$ cat src/vcr_pkg.sv
// Package for the channel resource register bank: offsets, fields, resets.
// Assumes a 32-bit register port with byte addresses and one-cycle read latency.
package vcr_pkg;
    localparam int          ADDR_W            = 12;
    localparam int          DATA_W            = 32;
    // Register byte addresses
    localparam logic [11:0] CAP_ADDR          = 12'h210;
    localparam logic [11:0] CTL_ADDR          = 12'h214;
    localparam logic [11:0] STS_ADDR          = 12'h218;
    // Capability fields
    localparam int          CAP_SCHEME_LSB    = 0;
    localparam int          CAP_SCHEME_W      = 8;
    localparam int          CAP_APS_BIT       = 14;
    localparam int          CAP_SNOOP_BIT     = 15;
    localparam int          CAP_MAX_TIME_SLOTS_LSB     = 16;
    localparam int          CAP_MAX_TIME_SLOTS_W       = 7;
    localparam int          CAP_OFFSET_LSB    = 24;
    localparam int          CAP_OFFSET_W      = 8;
    localparam logic [7:0]  SCHEME_CAP_UP     = 8'h03;
    localparam logic [7:0]  SCHEME_CAP_DOWN   = 8'h01;
    localparam logic [7:0]  TABLE_OFFSET_UP   = 8'h02;
    localparam logic [7:0]  TABLE_OFFSET_DOWN = 8'h00;
    localparam logic [6:0]  MAX_TIME_SLOTS    = 7'h00;
    // Control fields
    localparam int          CTL_TCMAP_LSB     = 0;
    localparam int          CTL_TCMAP_W       = 8;
    localparam logic [7:0]  TCMAP_RESET       = 8'hFF;
    localparam logic [7:0]  TCMAP_WR_MASK     = 8'hFE;
    localparam int          CTL_LOAD_BIT      = 16;
    localparam int          CTL_SEL_LSB       = 17;
    localparam int          CTL_SEL_W         = 3;
    localparam logic [2:0]  SEL_RESET         = 3'h0;
    localparam int          CTL_ID_LSB        = 24;
    localparam logic [2:0]  CHANNEL_ID        = 3'h0;
    localparam int          CTL_EN_BIT        = 31;
    localparam logic        CHANNEL_EN        = 1'b1;
    // Status fields
    localparam int          STS_TABLE_BIT     = 16;
    // Cycles the arbitration logic takes to latch the table
    localparam logic [3:0]  LOAD_CYCLES       = 4'h8;
    // Load sequencer states, Gray along idle -> copy -> done
    typedef enum logic [1:0] {
        VCR_IDLE = 2'b00,
        VCR_COPY = 2'b01,
        VCR_DONE = 2'b11
    } vcr_load_state_t;
endpackage

$ cat src/vcr_stale_flag.sv
// Sticky flag: set by one event, cleared by another; set wins over clear.
// Assumes both inputs synchronous to clk.
`timescale 1ns/1ns
`default_nettype none
module vcr_stale_flag (
    // Clock and reset
    input  wire logic clk,
    input  wire logic arst_n,
    // Events
    input  wire logic set_evt,
    input  wire logic clr_evt,
    // Flag
    output var  logic flag
);
    // Set has priority so a table write during load completion is not lost
    always_ff @(posedge clk or negedge arst_n) begin
        if (!arst_n) begin
            flag <= 1'b0;
        end else if (set_evt) begin
            flag <= 1'b1;
        end else if (clr_evt) begin
            flag <= 1'b0;
        end
    end
endmodule
`default_nettype wire

$ cat src/vcr_load_seq.sv
// Table load sequencer: copies the table into arbitration logic over a fixed count.
// Assumes start is a one-cycle pulse already gated by port role and scheme.
`timescale 1ns/1ns
`default_nettype none
module vcr_load_seq #(
    parameter logic [3:0] CYCLES = vcr_pkg::LOAD_CYCLES
) (
    // Clock and reset
    input  wire logic clk,
    input  wire logic arst_n,
    // Control
    input  wire logic start,
    // Status
    output var  logic copy_en,
    output var  logic done
);
    vcr_pkg::vcr_load_state_t state;
    vcr_pkg::vcr_load_state_t next_state;
    logic [3:0]               count;

    // Next-state choice; a start during a copy restarts nothing, copy finishes
    always_comb begin
        next_state = state;
        case (state)
            vcr_pkg::VCR_IDLE: if (start) next_state = vcr_pkg::VCR_COPY;
            vcr_pkg::VCR_COPY: if (count == CYCLES - 4'h1) next_state = vcr_pkg::VCR_DONE;
            vcr_pkg::VCR_DONE: next_state = vcr_pkg::VCR_IDLE;
            default:           next_state = vcr_pkg::VCR_IDLE;
        endcase
    end

    // State register
    always_ff @(posedge clk or negedge arst_n) begin
        if (!arst_n) begin
            state <= vcr_pkg::VCR_IDLE;
        end else begin
            state <= next_state;
        end
    end

    // Copy cycle counter
    always_ff @(posedge clk or negedge arst_n) begin
        if (!arst_n) begin
            count <= 4'h0;
        end else if (state == vcr_pkg::VCR_COPY) begin
            count <= count + 4'h1;
        end else begin
            count <= 4'h0;
        end
    end

    assign copy_en = (state == vcr_pkg::VCR_COPY);
    assign done    = (state == vcr_pkg::VCR_DONE);
endmodule
`default_nettype wire

$ cat src/vcr_regs.sv
// Channel resource register bank: capability, control and table status.
// Assumes a plain register port, one-cycle read data, and one clock domain.
// How it works
// - The advanced packet switching bit of the capability register reads zero.
// - The snoop rejection bit of the capability register reads zero.
// - The seven-bit maximum time slot field reads zero.
// - The table offset reads 0x2 on the upstream port and 0x0 downstream.
// - All eight traffic class map bits are set after reset, each mapping its class.
// - Bit 0 of the traffic class map is read-only; bits 7..1 are writable.
// - Writing one to the table-load bit copies the table into arbitration logic.
// - Writing zero to the table-load bit does nothing.
// - The table-load bit acts only on the upstream port.
// - The load only acts when the selected scheme uses the table.
// - The channel identifier is hardwired zero and read-only.
// - The channel enable bit is hardwired one and read-only.
// - Table status sets on any table entry write and clears when a load finishes; zero downstream.
// - Scheme capability reads 0x3 upstream and 0x1 downstream.
//
// Our own choice: strobed register access.
`timescale 1ns/1ns
`default_nettype none
module vcr_regs #(
    parameter bit UPSTREAM = 1'b1
) (
    // Clock and reset
    input  wire logic                       ref_clk,
    input  wire logic                       arst_n,
    // Register port
    input  wire logic [vcr_pkg::ADDR_W-1:0] reg_addr,
    input  wire logic [vcr_pkg::DATA_W-1:0] reg_wdata,
    input  wire logic                       reg_wr,
    input  wire logic                       reg_rd,
    output var  logic [vcr_pkg::DATA_W-1:0] reg_rdata,
    // Arbitration table side
    input  wire logic                       table_entry_wr,
    output var  logic                       table_copy,
    // Configuration to the arbiter
    output var  logic [7:0]                 traffic_class_map,
    output var  logic [2:0]                 arb_scheme_select
);
    logic [7:0]  tc_map;
    logic [2:0]  sel;
    logic        wr_ctl;
    logic        load_start;
    logic        copy_en;
    logic        load_done;
    logic        stale;
    logic        arb_table_status;
    logic [31:0] cap_word;
    logic [31:0] ctl_word;
    logic [31:0] sts_word;
    logic [7:0]  arb_scheme_capability;
    logic [7:0]  arb_table_offset;
    logic        scheme_uses_table;

    // Port-dependent constants
    assign arb_scheme_capability = UPSTREAM ? vcr_pkg::SCHEME_CAP_UP
                                            : vcr_pkg::SCHEME_CAP_DOWN;
    assign arb_table_offset      = UPSTREAM ? vcr_pkg::TABLE_OFFSET_UP
                                            : vcr_pkg::TABLE_OFFSET_DOWN;

    assign wr_ctl = reg_wr && (reg_addr == vcr_pkg::CTL_ADDR);

    // Only a non-zero select whose scheme capability bit is set (32-phase WRR, select 1, upstream) needs the load
    assign scheme_uses_table = (sel != vcr_pkg::SEL_RESET)
                               && arb_scheme_capability[sel];

    // Load fires on a written one, upstream only, table scheme only
    assign load_start = wr_ctl && reg_wdata[vcr_pkg::CTL_LOAD_BIT]
                        && UPSTREAM && scheme_uses_table;

    // Writable control fields; bit 0 of the map is kept set
    always_ff @(posedge ref_clk or negedge arst_n) begin
        if (!arst_n) begin
            tc_map <= vcr_pkg::TCMAP_RESET;
            sel    <= vcr_pkg::SEL_RESET;
        end else if (wr_ctl) begin
            tc_map <= (reg_wdata[7:0] & vcr_pkg::TCMAP_WR_MASK)
                      | (tc_map & ~vcr_pkg::TCMAP_WR_MASK);
            sel    <= reg_wdata[vcr_pkg::CTL_SEL_LSB +: vcr_pkg::CTL_SEL_W];
        end
    end

    // Load sequencer
    vcr_load_seq #(
        .CYCLES (vcr_pkg::LOAD_CYCLES)
    ) u_load (
        .clk     (ref_clk),
        .arst_n  (arst_n),
        .start   (load_start),
        .copy_en (copy_en),
        .done    (load_done)
    );

    // Table coherency flag
    vcr_stale_flag u_stale (
        .clk     (ref_clk),
        .arst_n  (arst_n),
        .set_evt (table_entry_wr),
        .clr_evt (load_done),
        .flag    (stale)
    );

    assign arb_table_status = UPSTREAM && stale;

    // Read words; fixed fields and reserved bits are constants
    always_comb begin
        cap_word = '0;
        cap_word[vcr_pkg::CAP_SCHEME_LSB +: vcr_pkg::CAP_SCHEME_W] = arb_scheme_capability;
        cap_word[vcr_pkg::CAP_APS_BIT]   = 1'b0;
        cap_word[vcr_pkg::CAP_SNOOP_BIT] = 1'b0;
        cap_word[vcr_pkg::CAP_MAX_TIME_SLOTS_LSB +: vcr_pkg::CAP_MAX_TIME_SLOTS_W] = vcr_pkg::MAX_TIME_SLOTS;
        cap_word[vcr_pkg::CAP_OFFSET_LSB +: vcr_pkg::CAP_OFFSET_W] = arb_table_offset;
        ctl_word = '0;
        ctl_word[vcr_pkg::CTL_TCMAP_LSB +: vcr_pkg::CTL_TCMAP_W] = tc_map;
        ctl_word[vcr_pkg::CTL_SEL_LSB +: vcr_pkg::CTL_SEL_W] = sel;
        ctl_word[vcr_pkg::CTL_ID_LSB +: $bits(vcr_pkg::CHANNEL_ID)] = vcr_pkg::CHANNEL_ID;
        ctl_word[vcr_pkg::CTL_EN_BIT] = vcr_pkg::CHANNEL_EN;
        sts_word = '0;
        sts_word[vcr_pkg::STS_TABLE_BIT] = arb_table_status;
    end

    // Read data one cycle after the strobe, zero otherwise and when unmapped
    always_ff @(posedge ref_clk or negedge arst_n) begin
        if (!arst_n) begin
            reg_rdata <= '0;
        end else if (reg_rd) begin
            case (reg_addr)
                vcr_pkg::CAP_ADDR: reg_rdata <= cap_word;
                vcr_pkg::CTL_ADDR: reg_rdata <= ctl_word;
                vcr_pkg::STS_ADDR: reg_rdata <= sts_word;
                default:           reg_rdata <= '0;
            endcase
        end else begin
            reg_rdata <= '0;
        end
    end

    // Registered outputs to the arbiter
    always_ff @(posedge ref_clk or negedge arst_n) begin
        if (!arst_n) begin
            table_copy        <= 1'b0;
            traffic_class_map <= vcr_pkg::TCMAP_RESET;
            arb_scheme_select <= vcr_pkg::SEL_RESET;
        end else begin
            table_copy        <= copy_en;
            traffic_class_map <= tc_map;
            arb_scheme_select <= sel;
        end
    end

    // Checks: fixed fields read as constants whatever software wrote
    a_cap_fixed: assert property (
        @(posedge ref_clk) disable iff (!arst_n)
        reg_rd && reg_addr == vcr_pkg::CAP_ADDR |=> reg_rdata[23:8] == 16'h0000
        && reg_rdata[7:0] == (UPSTREAM ? 8'h03 : 8'h01)
        && reg_rdata[31:24] == (UPSTREAM ? 8'h02 : 8'h00))
        else $error("capability word wrong");
    a_ctl_fixed: assert property (
        @(posedge ref_clk) disable iff (!arst_n)
        reg_rd && reg_addr == vcr_pkg::CTL_ADDR |=> reg_rdata[31:24] == 8'h80
        && reg_rdata[23:20] == 4'h0 && reg_rdata[16:8] == 9'h000 && reg_rdata[0])
        else $error("control fixed bits wrong");
    // Status word: only the table bit may be set, and never downstream
    a_status_word: assert property (
        @(posedge ref_clk) disable iff (!arst_n)
        reg_rd && reg_addr == vcr_pkg::STS_ADDR |=> reg_rdata[31:17] == 15'h0000
        && reg_rdata[15:0] == 16'h0000 && (UPSTREAM || !reg_rdata[16]))
        else $error("status word wrong");
    // Idle and unmapped read slots return zero
    a_rdata_zero: assert property (
        @(posedge ref_clk) disable iff (!arst_n)
        !reg_rd || (reg_addr != vcr_pkg::CAP_ADDR && reg_addr != vcr_pkg::CTL_ADDR
        && reg_addr != vcr_pkg::STS_ADDR) |=> reg_rdata == 32'h00000000)
        else $error("read data outside mapped slot");
    // Map: bit 0 pinned, upper bits follow the write two edges later
    a_map_bit0: assert property (
        @(posedge ref_clk) disable iff (!arst_n)
        traffic_class_map[0])
        else $error("map bit zero cleared");
    a_map_write: assert property (
        @(posedge ref_clk) disable iff (!arst_n)
        wr_ctl |=> ##1 traffic_class_map[7:1] == $past(reg_wdata[7:1], 2))
        else $error("map write lost");
    // Load gating: zero writes, downstream and fixed round robin start nothing
    a_load_zero: assert property (
        @(posedge ref_clk) disable iff (!arst_n)
        wr_ctl && !reg_wdata[vcr_pkg::CTL_LOAD_BIT] && !copy_en |=> !copy_en)
        else $error("load started on zero");
    a_load_void: assert property (
        @(posedge ref_clk) disable iff (!arst_n)
        wr_ctl && (!UPSTREAM || sel == vcr_pkg::SEL_RESET) && !copy_en && !load_done
        |=> !copy_en)
        else $error("load started without table");
    a_load_copy: assert property (
        @(posedge ref_clk) disable iff (!arst_n)
        load_start && !copy_en && !load_done |=> copy_en [*8] ##1 load_done
        ##1 table_copy == 1'b0)
        else $error("load sequence wrong");
    // Coherency flag: set by entry writes, cleared by a finished load
    a_status_set: assert property (
        @(posedge ref_clk) disable iff (!arst_n)
        table_entry_wr |=> arb_table_status == UPSTREAM)
        else $error("status not set");
    a_status_clr: assert property (
        @(posedge ref_clk) disable iff (!arst_n)
        load_done && !table_entry_wr |=> !arb_table_status)
        else $error("status not cleared");
endmodule
`default_nettype wire

$ cat config.mk
export PLATFORM = sky130hd
export DESIGN_NAME = vcr_regs
export DESIGN_NICKNAME = d
export VERILOG_FILES = /design/src/vcr_pkg.sv /design/src/vcr_stale_flag.sv /design/src/vcr_load_seq.sv /design/src/vcr_regs.sv
export SDC_FILE = /design/constraint.sdc
export NUM_CORES = 1
export LEC_CHECK = 0
export ABC_AREA = 1
export BUFFER_PORTS_ARGS = -buffer_cell sky130_fd_sc_hd__clkbuf_2
export CAP_MARGIN = 20
export CORE_UTILIZATION = 48
export CTS_BUF_LIST = sky130_fd_sc_hd__clkbuf_4 sky130_fd_sc_hd__clkbuf_8 sky130_fd_sc_hd__clkbuf_16
export CTS_CLUSTER_SIZE = 25
export DETAILED_ROUTE_END_ITERATION = 10
export GPL_TIMING_DRIVEN = 0
export PLACE_DENSITY = 0.84
export SYNTH_ARGS = -nofsm -noshare
export SYNTH_HDL_FRONTEND = slang
export SYNTH_HIERARCHICAL = 1
export SYNTH_SLANG_ARGS = --single-unit
$ cat constraint.sdc
create_clock -name ref_clk -period 2.4 [get_ports ref_clk]
set_input_delay 0.36 -clock ref_clk [delete_from_list [all_inputs] [get_ports ref_clk]]
set_output_delay 0.36 -clock ref_clk [all_outputs]
set_load 0.02 [all_outputs]
After elaboration in Yosys (flattened, before gate mapping):

Memory sizes are Yosys's and may differ from the RTL's.
Index checks and enable logic that the tools add are counted.
W data, S select, Z words.

* register bits after elaboration: 62
* word-level logic and storage cells: 38
* bits in writable memories: 0
* memories kept: 1
* latch bits: 0
* ROM bits: 8
* output and inout port bits: 44

Memories
* (no name shown): words 8, bits a word 1, read ports 1, clocked after memory_dff 0, write ports 0, line vcr_regs.sv:66 `&& arb_scheme_capability[sel];`

* div/mod/pow operators: 0
* equality and inequality tests: 8
* $lt $le $gt $ge: 1
* multipliers: 0
* mux-type cells: 9
* add/subtract/negate cells: 1
* bitwise logic cells: 1
* shifts and indexed selects: 0
* reductions and logical operators: 8

Operator list (number)
* $pmux W32 S3: 1
* $eq A12 B10 Y1 const B: 3
* $mux W32: 1
* $or A8 B1 Y8: 1
* $add A4 B1 Y4 const B: 1
* $eq A4 B3 Y1 const B: 1
* $logic_and A1 B1 Y1: 4
* $lt A3 B4 Y1 const B: 1
* $mux W2: 2
* $mux W4: 1
* $pmux W2 S2: 1
* $mux W1: 3
* $reduce_bool A3 Y1: 1
* $eq A2 B1 Y1 const B: 1
* $eq A2 B2 Y1 const B: 1
* $logic_not A2 Y1: 1
* $ne A2 B1 Y1 const B: 1
* $ne A2 B2 Y1 const B: 1
* $reduce_and A2 Y1: 1
* $reduce_bool A2 Y1: 1

Longest topological paths before layout:

Gate-level depths: netlist (run 1).

* depth in word-level cells: 6
* depth in mapped cells: 9

Modules after synthesis:

Netlist (run 1), hierarchy kept.

By module, submodules not included
* vcr_regs: area an instance 1487.7 µm², instances 1, cells an instance 139, sequential area each 893.4 µm²
* vcr_load_seq: area an instance 264.0 µm², instances 1, cells an instance 28, sequential area each 150.1 µm²
* vcr_stale_flag: area an instance 40.0 µm², instances 1, cells an instance 5, sequential area each 25.0 µm²

Worst setup path after synthesis (run 1):

Ideal clock, no wire load.

* kind: in2reg
* start: input reg_addr[9] (netlist name)
* end: register u_load.state[0]
* path buffers: 1
* setup slack: 1.182 ns
* data arrival time: 1.146 ns
* stages on the path: 9
* path through: inv_1 > nor2_2 > nand2_2 > nor2_4 > nand3_4 > buf_6 > nor3_2 > nor2_1 > nor2_1

* longest elaborated chain between the ends: 6

Ends and longest elaborated chain
* start: declaration: line vcr_regs.sv:29 `input wire logic [vcr_pkg::ADDR_W-1:0] reg_addr,`
* $eq A12 B10 Y1: line vcr_regs.sv:62 `assign wr_ctl = reg_wr && (reg_addr == vcr_pkg::CTL_ADDR);`
* $logic_and A1 B1 Y1: line vcr_regs.sv:62
* $logic_and A1 B1 Y1: line vcr_regs.sv:69 `assign load_start = wr_ctl && reg_wdata[vcr_pkg::CTL_LOAD_BIT]`
* $logic_and A1 B1 Y1: line vcr_regs.sv:70 `&& UPSTREAM && scheme_uses_table;`
* via load_start: line vcr_regs.sv:44 `logic load_start;`
* $ne A2 B2 Y1 (no source line)
* $reduce_and A2 Y1 (no source line)
* end signal: assignment: line vcr_load_seq.sv:35 `state <= vcr_pkg::VCR_IDLE;`
* end signal: assignment: line vcr_load_seq.sv:37 `state <= next_state;`
* end: declaration: line vcr_load_seq.sv:17 `vcr_pkg::vcr_load_state_t state;`

The timed path passes the listed nets, and every way through them passes these cells.
A chain may end at the register's enable or synchronous reset.

Worst setup path in the final report (run 1):

* start: register traffic_class_map[1]
* end: output traffic_class_map[1]

RTL lines
* start: declaration: line vcr_regs.sv:38 `output var logic [7:0] traffic_class_map,`
* start signal: assignment: line vcr_regs.sv:143 `traffic_class_map <= vcr_pkg::TCMAP_RESET;`
* start signal: assignment: line vcr_regs.sv:147 `traffic_class_map <= tc_map;`

No word-level cell between the ends.

==> out/qor.txt, run 1 <==
Flop2flop setup slack - 1.42 ns
Comb power frac - 0.087
Reg2reg path depth - 4
Syn. warnings - 6
I/O Buffers - 52
Crit-path cells - clkbuf_2
Worst-path fanout max - 1
Met3 wire len - 193 um
Core Box Area - 0.00344 mm2
Fmax - 751 MHz
H-tree Lvls - 2
Area grow syn2layout - 28.1%
Slowest CP cell - dfstp_2
First-pass GRT wire length - 4930 um
Routed wire length - 2810 um
CTS tree - done
Postcts setup bufs - 0
Vias - 1,217
Worst vdd ir - 351 uV
CP top delay family - flip-flops
CTS Sinks - 42
Lkg Pwr - 1.24 nW
Latest clock arrival within the worst-skew pair - 0.29 ns
Row Count - 21
Critical path startpoint category - register
Max Used Layer - met4
Drt pass-1 iters - 4
Final TNS setup - 0 ns
Cell variety after synth - 21
Hold Vio Cnt, Final - 0
Period utilization - 0.555
Via density - 4.10
Die ar. - 0.00398 mm2
Final worst path period need - 1.33 ns
Fill count - 285
Max clock buf depth - 2
Max_cap viols - 0
Clock root cell - clkbuf_8
Nature of the critical path endpoint - primary output
Layout cell share with drive strength beyond 1 - 0.494
Syn Inst Count - 172
DRT iter0 DRCs - 44
Pwr dens - 556 mW/mm2
Hold Crit Class - primary input to register
Vias in the first global route - 1,203
Fin nets - 300
FF-to-FF End - u_load/count[2]
HPWL Detailed - 2170 um
Die width - 63.1 um
Worst-path clk slew - 0.08 ns
Worst EP arrival - 0.97 ns
Largest net degree at the start of global routing - 43
Hold Path Sink - u_stale/flag
Sw power - 0.312 mW
DRC viols - 0
Initial Util - 0.521
Die Height - 63.1 um
Crit path required time - 2.04 ns
DR WL met2 - 1470 um
Seq/Total Area, Yosys - 0.596
WL met1 - 1060 um
Switching Share - 0.244
Setup-failing EPs final - 0
Inserted Clock Buffers - 5
R2R Path Start - u_load/count[0]
Routability Congestion - 0.717
Total GRT Usage - 0.165
Max stage delay on crit path - 0.53 ns
Mapped cell area - 0.00179 mm2
WP buf/inv - 1
Kind of critical path - register to primary output
WP depth - 1
Antenna violations before repair - 0
Grt ovf - 0
Top-Level Pins - 93
Hold_sp - table_entry_wr
Number of diodes - 0
Seq cells post-synth - 42
Outcome - complete, no violations
Pint - 0.965 mW
Final antenna-violating net count - 0
Post-Syn Area per Cell - 10.4 um2
Final Max Tran Viols - 0
Reg power frac - 0.557
Layout Cells excl Fill - 297
Post-DR wirelength/cell - 9.46 um
Placed cells - 287
Hold path depth - 3
Clock skew - 0.00534 ns
RSZ-0062 raised after global routing - false
Part of the power in the clock network - 0.356
[what timing repair did]
item                                   CTS  global route
resized for setup                        0             0
setup endpoints to repair                0             0
endpoints found under the hold margin    0             1
hold buffers                             0             1
[flip-flops by register name (all words and copies together), names as in the netlist]
name / cells
tc_map: 7
traffic_class_map: 7
u_load/state: 2
table_copy: 1
u_stale/flag: 1
u_load/count: 4
reg_rdata: 14
arb_scheme_select: 3
sel: 3
[final cells by class]
class / count / area, um2 / area share
clock inverter: 3 / 23.8 / 0.0104
buffer: 21 / 165 / 0.0719
timing repair buffer: 54 / 290 / 0.126
tap: 46 / 57.6 / 0.0251
inverter: 37 / 139 / 0.0605
sequential: 42 / 1070 / 0.465
multi-input combinational: 89 / 483 / 0.210
clock buffer: 5 / 68.8 / 0.0300
[cells in the mapped netlist]
library cell,count,share of area
nand2_1,20,0.042
nand3_4,1,0.0098
nand2_2,3,0.010
nor2_2,6,0.021
nor2_1,17,0.036
inv_1,35,0.073
nor3_2,2,0.011
dfstp_2,14,0.21
buf_6,2,0.013
nand4_1,2,0.0070
nor2_4,2,0.013
dfrtp_1,28,0.39
nand3_2,2,0.011
o211ai_1,1,0.0042
inv_2,2,0.0042
nor4_1,1,0.0035
conb_1,2,0.0042
buf_4,19,0.080
o21ai_2,10,0.049
nand3_1,2,0.0056
ha_1,1,0.0070
[cell usage in the layout, fill, tap and decap left out, drive strengths merged]
cell	netlist	routed
buf	21	22
clkbuf	0	57
clkinvlp	0	2
conb	2	19
dfrtp	28	28
dfstp	14	14
dlygate4sd3	0	1
ha	1	1
inv	37	38
nand2	23	23
nand3	5	5
nand4	2	2
nor2	25	25
nor3	2	2
nor4	1	1
o211ai	1	1
o21ai	10	10
[routing by layer]
metal  global-route usage  vias up
met5                    0        -
met4               0.0814        0
met3               0.0580       10
met2                0.294       45
met1                0.170      538
li1                     -      624
[metrics by stage]
step	setup slack [ns]	utilization	instance area (um2)	hold slack, ns	power [mW]
5_1_grt	1.03	0.667	2300	0.243	1.34
6_report	1.07	0.667	2300	0.247	1.28
3_5_place_dp	0.989	0.631	2170	0.366	0.831
2_1_floorplan	1.18	-	1860	0.0644	0.791
4_1_cts	1.06	0.658	2270	0.239	1.28
3_3_place_gp	1.02	0.631	2170	0.363	0.829
[worst register-to-register path: cells and delay by family, from the launching register on]
family | cells | cell delay (ns)
and+or+nand+nor | 3 | 0.25
adders and majority gates | 1 | 0.23
DFF | 1 | 0.43
[cells by family (layout without fill, tap and decap cells)]
group | after synthesis | in the layout | share of synthesized area
other | 2 | 19 | 0.00419
AND/OR/NAND/NOR | 58 | 58 | 0.170
adder cells (fa/ha/maj) | 1 | 1 | 0.00698
flip-flops | 42 | 42 | 0.596
buffers and inverters | 58 | 120 | 0.170
AO/OA/AOI/OAI | 11 | 11 | 0.0531
[power groups by stage]
stage          Combinational (mW)  Sequential, mW  Clock (mW)
6_report                    0.111           0.711       0.454
5_1_grt                     0.123           0.712       0.506
4_1_cts                     0.106           0.711       0.466
3_5_place_dp                0.106           0.724           0
3_3_place_gp                0.105           0.724           0
2_1_floorplan              0.0654           0.725           0
[worst max-delay path by stage]
stage / startpoint / slack, ns / endpoint
5_1_grt: traffic_class_map[4] / 1.03 / traffic_class_map[4]
6_report: traffic_class_map[1] / 1.07 / traffic_class_map[1]
3_5_place_dp: reg_addr[7] / 0.99 / u_load/state[0]
4_1_cts: traffic_class_map[1] / 1.06 / traffic_class_map[1]
3_3_place_gp: reg_addr[11] / 1.02 / u_load/state[0]
2_1_floorplan: reg_addr[9] / 1.18 / u_load/state[0]
Note: power is estimated with default switching activity, not from simulation.
==> inputs of run 2 (changes only) <==
Settings changed: ABC_AREA 1 to 0, CORE_UTILIZATION 48 to 43, PLACE_DENSITY 0.84 to 0.78.
Clock period 2.4 ns to 1.4 ns, I/O delays scaled along.
==> run 2 against run 1 <==
Synthesized area decreased by 6.4%; via count fell by 13%; count of clock-buffer cells in the layout rose by 1; combinational power is 60% higher; sequential power increased by 72%; highest routed layer is now met3.
==> out/qor.txt, run 2 <==
Final worst path period need - 1.18 ns
Largest family of logic cells by synthesized area - simple AND/OR/NAND/NOR gates
Final core utilization - 0.592
Commonest non-fill, non-tap cell in the layout - clkbuf_2
Antenna violations before repair - 0
Fill count - 325
Number of synthesized flops with an enable pin - 0
Seq cells post-synth - 42
Commonest non-fill, non-tap cells in the layout - clkbuf_2, dfrtp_1, buf_4, conb_1, dfstp_2
Max_cap viols - 0
Mux contribution to synthesized area - 0.0932
Prevailing post-synth register cell - dfrtp_1
DRC viols - 0
Simple-gate area share of the yosys netlist - 0.127
Layout cell share with drive strength beyond 1 - 0.522
Core Box Area - 0.00369 mm2
Sw power - 0.493 mW
Vias in the first global route - 940
I/O Buffers - 52
Synth Area in Compound Gates - 0.00447
Outcome - complete, no violations
Multi-input gate area - 469 um2
Fmax - 849 MHz
Row Count - 22
Post-DR wirelength/cell - 10.9 um
RSZ-0062 raised after global routing - false
Worst-path fanout max - 1
CP top delay family - flip-flops
Die width - 64.5 um
Area grow syn2layout - 30.1%
Die ar. - 0.00416 mm2
Cell variety after synth - 27
Clock root cell - clkbuf_8
CTS tree - done
Critical path startpoint category - register
Final Max Tran Viols - 0
Grt ovf - 0
Worst-path clk slew - 0.08 ns
Initial Util - 0.455
Post-Synth Adder-Cell Area - 0.00746
Pwr dens - 990 mW/mm2
Number of diodes - 0
Synth top area cells - dfrtp_1, dfstp_2, buf_4, mux2_4, nor3_1
Slowest CP cell - dfstp_2
Total GRT Usage - 0.141
Largest area contributor in the netlist - dfrtp_1
Max reg flops - 14
Switching Share - 0.228
Syn Inst Count - 128
Comb power frac - 0.082
Top-Level Pins - 93
CTS Sinks - 42
Post-Syn Area per Cell - 13.1 um2
Crit-path cells - clkbuf_2
Post-synthesis xor/xnor area fraction - 0.00522
Most common library cells after synthesis - dfrtp_1, buf_4, dfstp_2
Nature of the critical path endpoint - primary output
Pint - 1.67 mW
Seq/Total Area, Yosys - 0.637
First-pass GRT wire length - 4320 um
Max clock buf depth - 2
Hold Vio Cnt, Final - 0
Part of the power in the clock network - 0.353
Final TNS setup - 0 ns
Final antenna-violating net count - 0
Vias - 1,063
Synth top area share - 0.418
Latest clock arrival within the worst-skew pair - 0.29 ns
Crit path required time - 1.19 ns
Top flop regs - reg_rdata: 14 flops, tc_map: 7 flops, traffic_class_map: 7 flops
FF/Latch Area - 0.00107 mm2
H-tree Lvls - 2
Max stage delay on crit path - 0.52 ns
Clock skew - 0.00504 ns
Postcts setup bufs - 0
Drt pass-1 iters - 4
Routability Congestion - 0.769
Die Height - 64.5 um
Fin nets - 256
DRT iter0 DRCs - 41
FFs w/ async S/R, synth - 1.00
Syn. warnings - 6
Worst EP arrival - 0.97 ns
Mapped cell area - 0.00168 mm2
Inserted Clock Buffers - 5
Via density - 4.17
Top reg by flops - reg_rdata
Most frequent cell after synthesis - dfrtp_1
Period utilization - 0.842
Kind of critical path - register to primary output
WP buf/inv - 1
Setup-failing EPs final - 0
Reg power frac - 0.564
Lkg Pwr - 1.17 nW
Largest net degree at the start of global routing - 43
Worst vdd ir - 562 uV
Routed wire length - 2790 um
HPWL Detailed - 2100 um
Hold Crit Class - primary input to register
-- run 2: cell count changes after synthesis, moves of 3 or more --
cell / previous run / this run
o21ai_2: 10 / 0
nor2_1: 17 / 7
inv_1: 35 / 11
nand2_1: 20 / 3
mux2_4: 0 / 9
nand2_2: 3 / 0
nor2_2: 6 / 0
nor3_1: 0 / 13
-- run 2: layer usage --
metal,GRT usage,part of all wire,wire length [um],vias up
met1,0.172,0.42,1180,489
met2,0.230,0.50,1390,46
met5,0,0,0,-
li1,-,-,-,528
met4,0.0333,0,0,0
met3,0.0581,0.080,224,0
-- run 2: layout make-up --
type,count,area share
Buffer,22,0.0745
Inverter,11,0.0189
Tap cell,48,0.0275
Multi-Input combinational cell,70,0.215
Timing Repair Buffer,54,0.133
Clock inverter,2,0.00631
Clock buffer,6,0.0350
Sequential cell,42,0.490
-- run 2: timing repair --
action,4_1_cts,5_1_grt
setup endpoints to repair,0,0
hold buffers,0,1
hold endpoints to repair,0,30
resized for setup,0,0
-- run 2: final timing paths --
check	from	to	slack, ns	cells past startpoint
setup / recovery	traffic_class_map[3]	traffic_class_map[3]	0.22	1
hold / removal	table_entry_wr	u_stale/flag	0.10	2
setup reg to reg	u_load/state[1]	u_load/count[3]	0.42	2
hold reg to reg	tc_map[6]	traffic_class_map[6]	0.38	0
max in group asynchronous	arst_n	traffic_class_map[1]	0.69	3
min in group asynchronous	arst_n	tc_map[2]	0.43	2
-- run 2: cell families (layout without fill, tap and decap cells) --
family	count (synthesis)	after routing
flops	42	42
compound gates	1	1
xor+xnor	1	1
other cells	2	19
buf+inv	33	95
fa+ha+maj	1	1
mux	11	11
simple gates	37	37
-- run 2: power groups by stage --
stage                     Combinational, mW  Clock, mW  Sequential (mW)
after global placement                0.168          0             1.24
after detailed placement              0.170          0             1.24
final                                 0.178      0.764             1.22
after CTS                             0.170      0.787             1.22
after floorplan                      0.0995          0             1.24
after global routing                  0.194      0.844             1.22
-- run 2: through the flow --
stage                     cell area [um2]  setup slack [ns]  total power, mW  std cells  hold WS [ns]
after floorplan                      1740             0.139             1.34        145       -0.0856
after global placement               2060           -0.0346             1.41        245         0.364
after detailed placement             2060           -0.0668             1.41        245         0.366
after CTS                            2150             0.211             2.18        253        0.0948
after global routing                 2180            0.0918             2.26        255         0.105
final                                2180             0.222             2.16        255         0.101
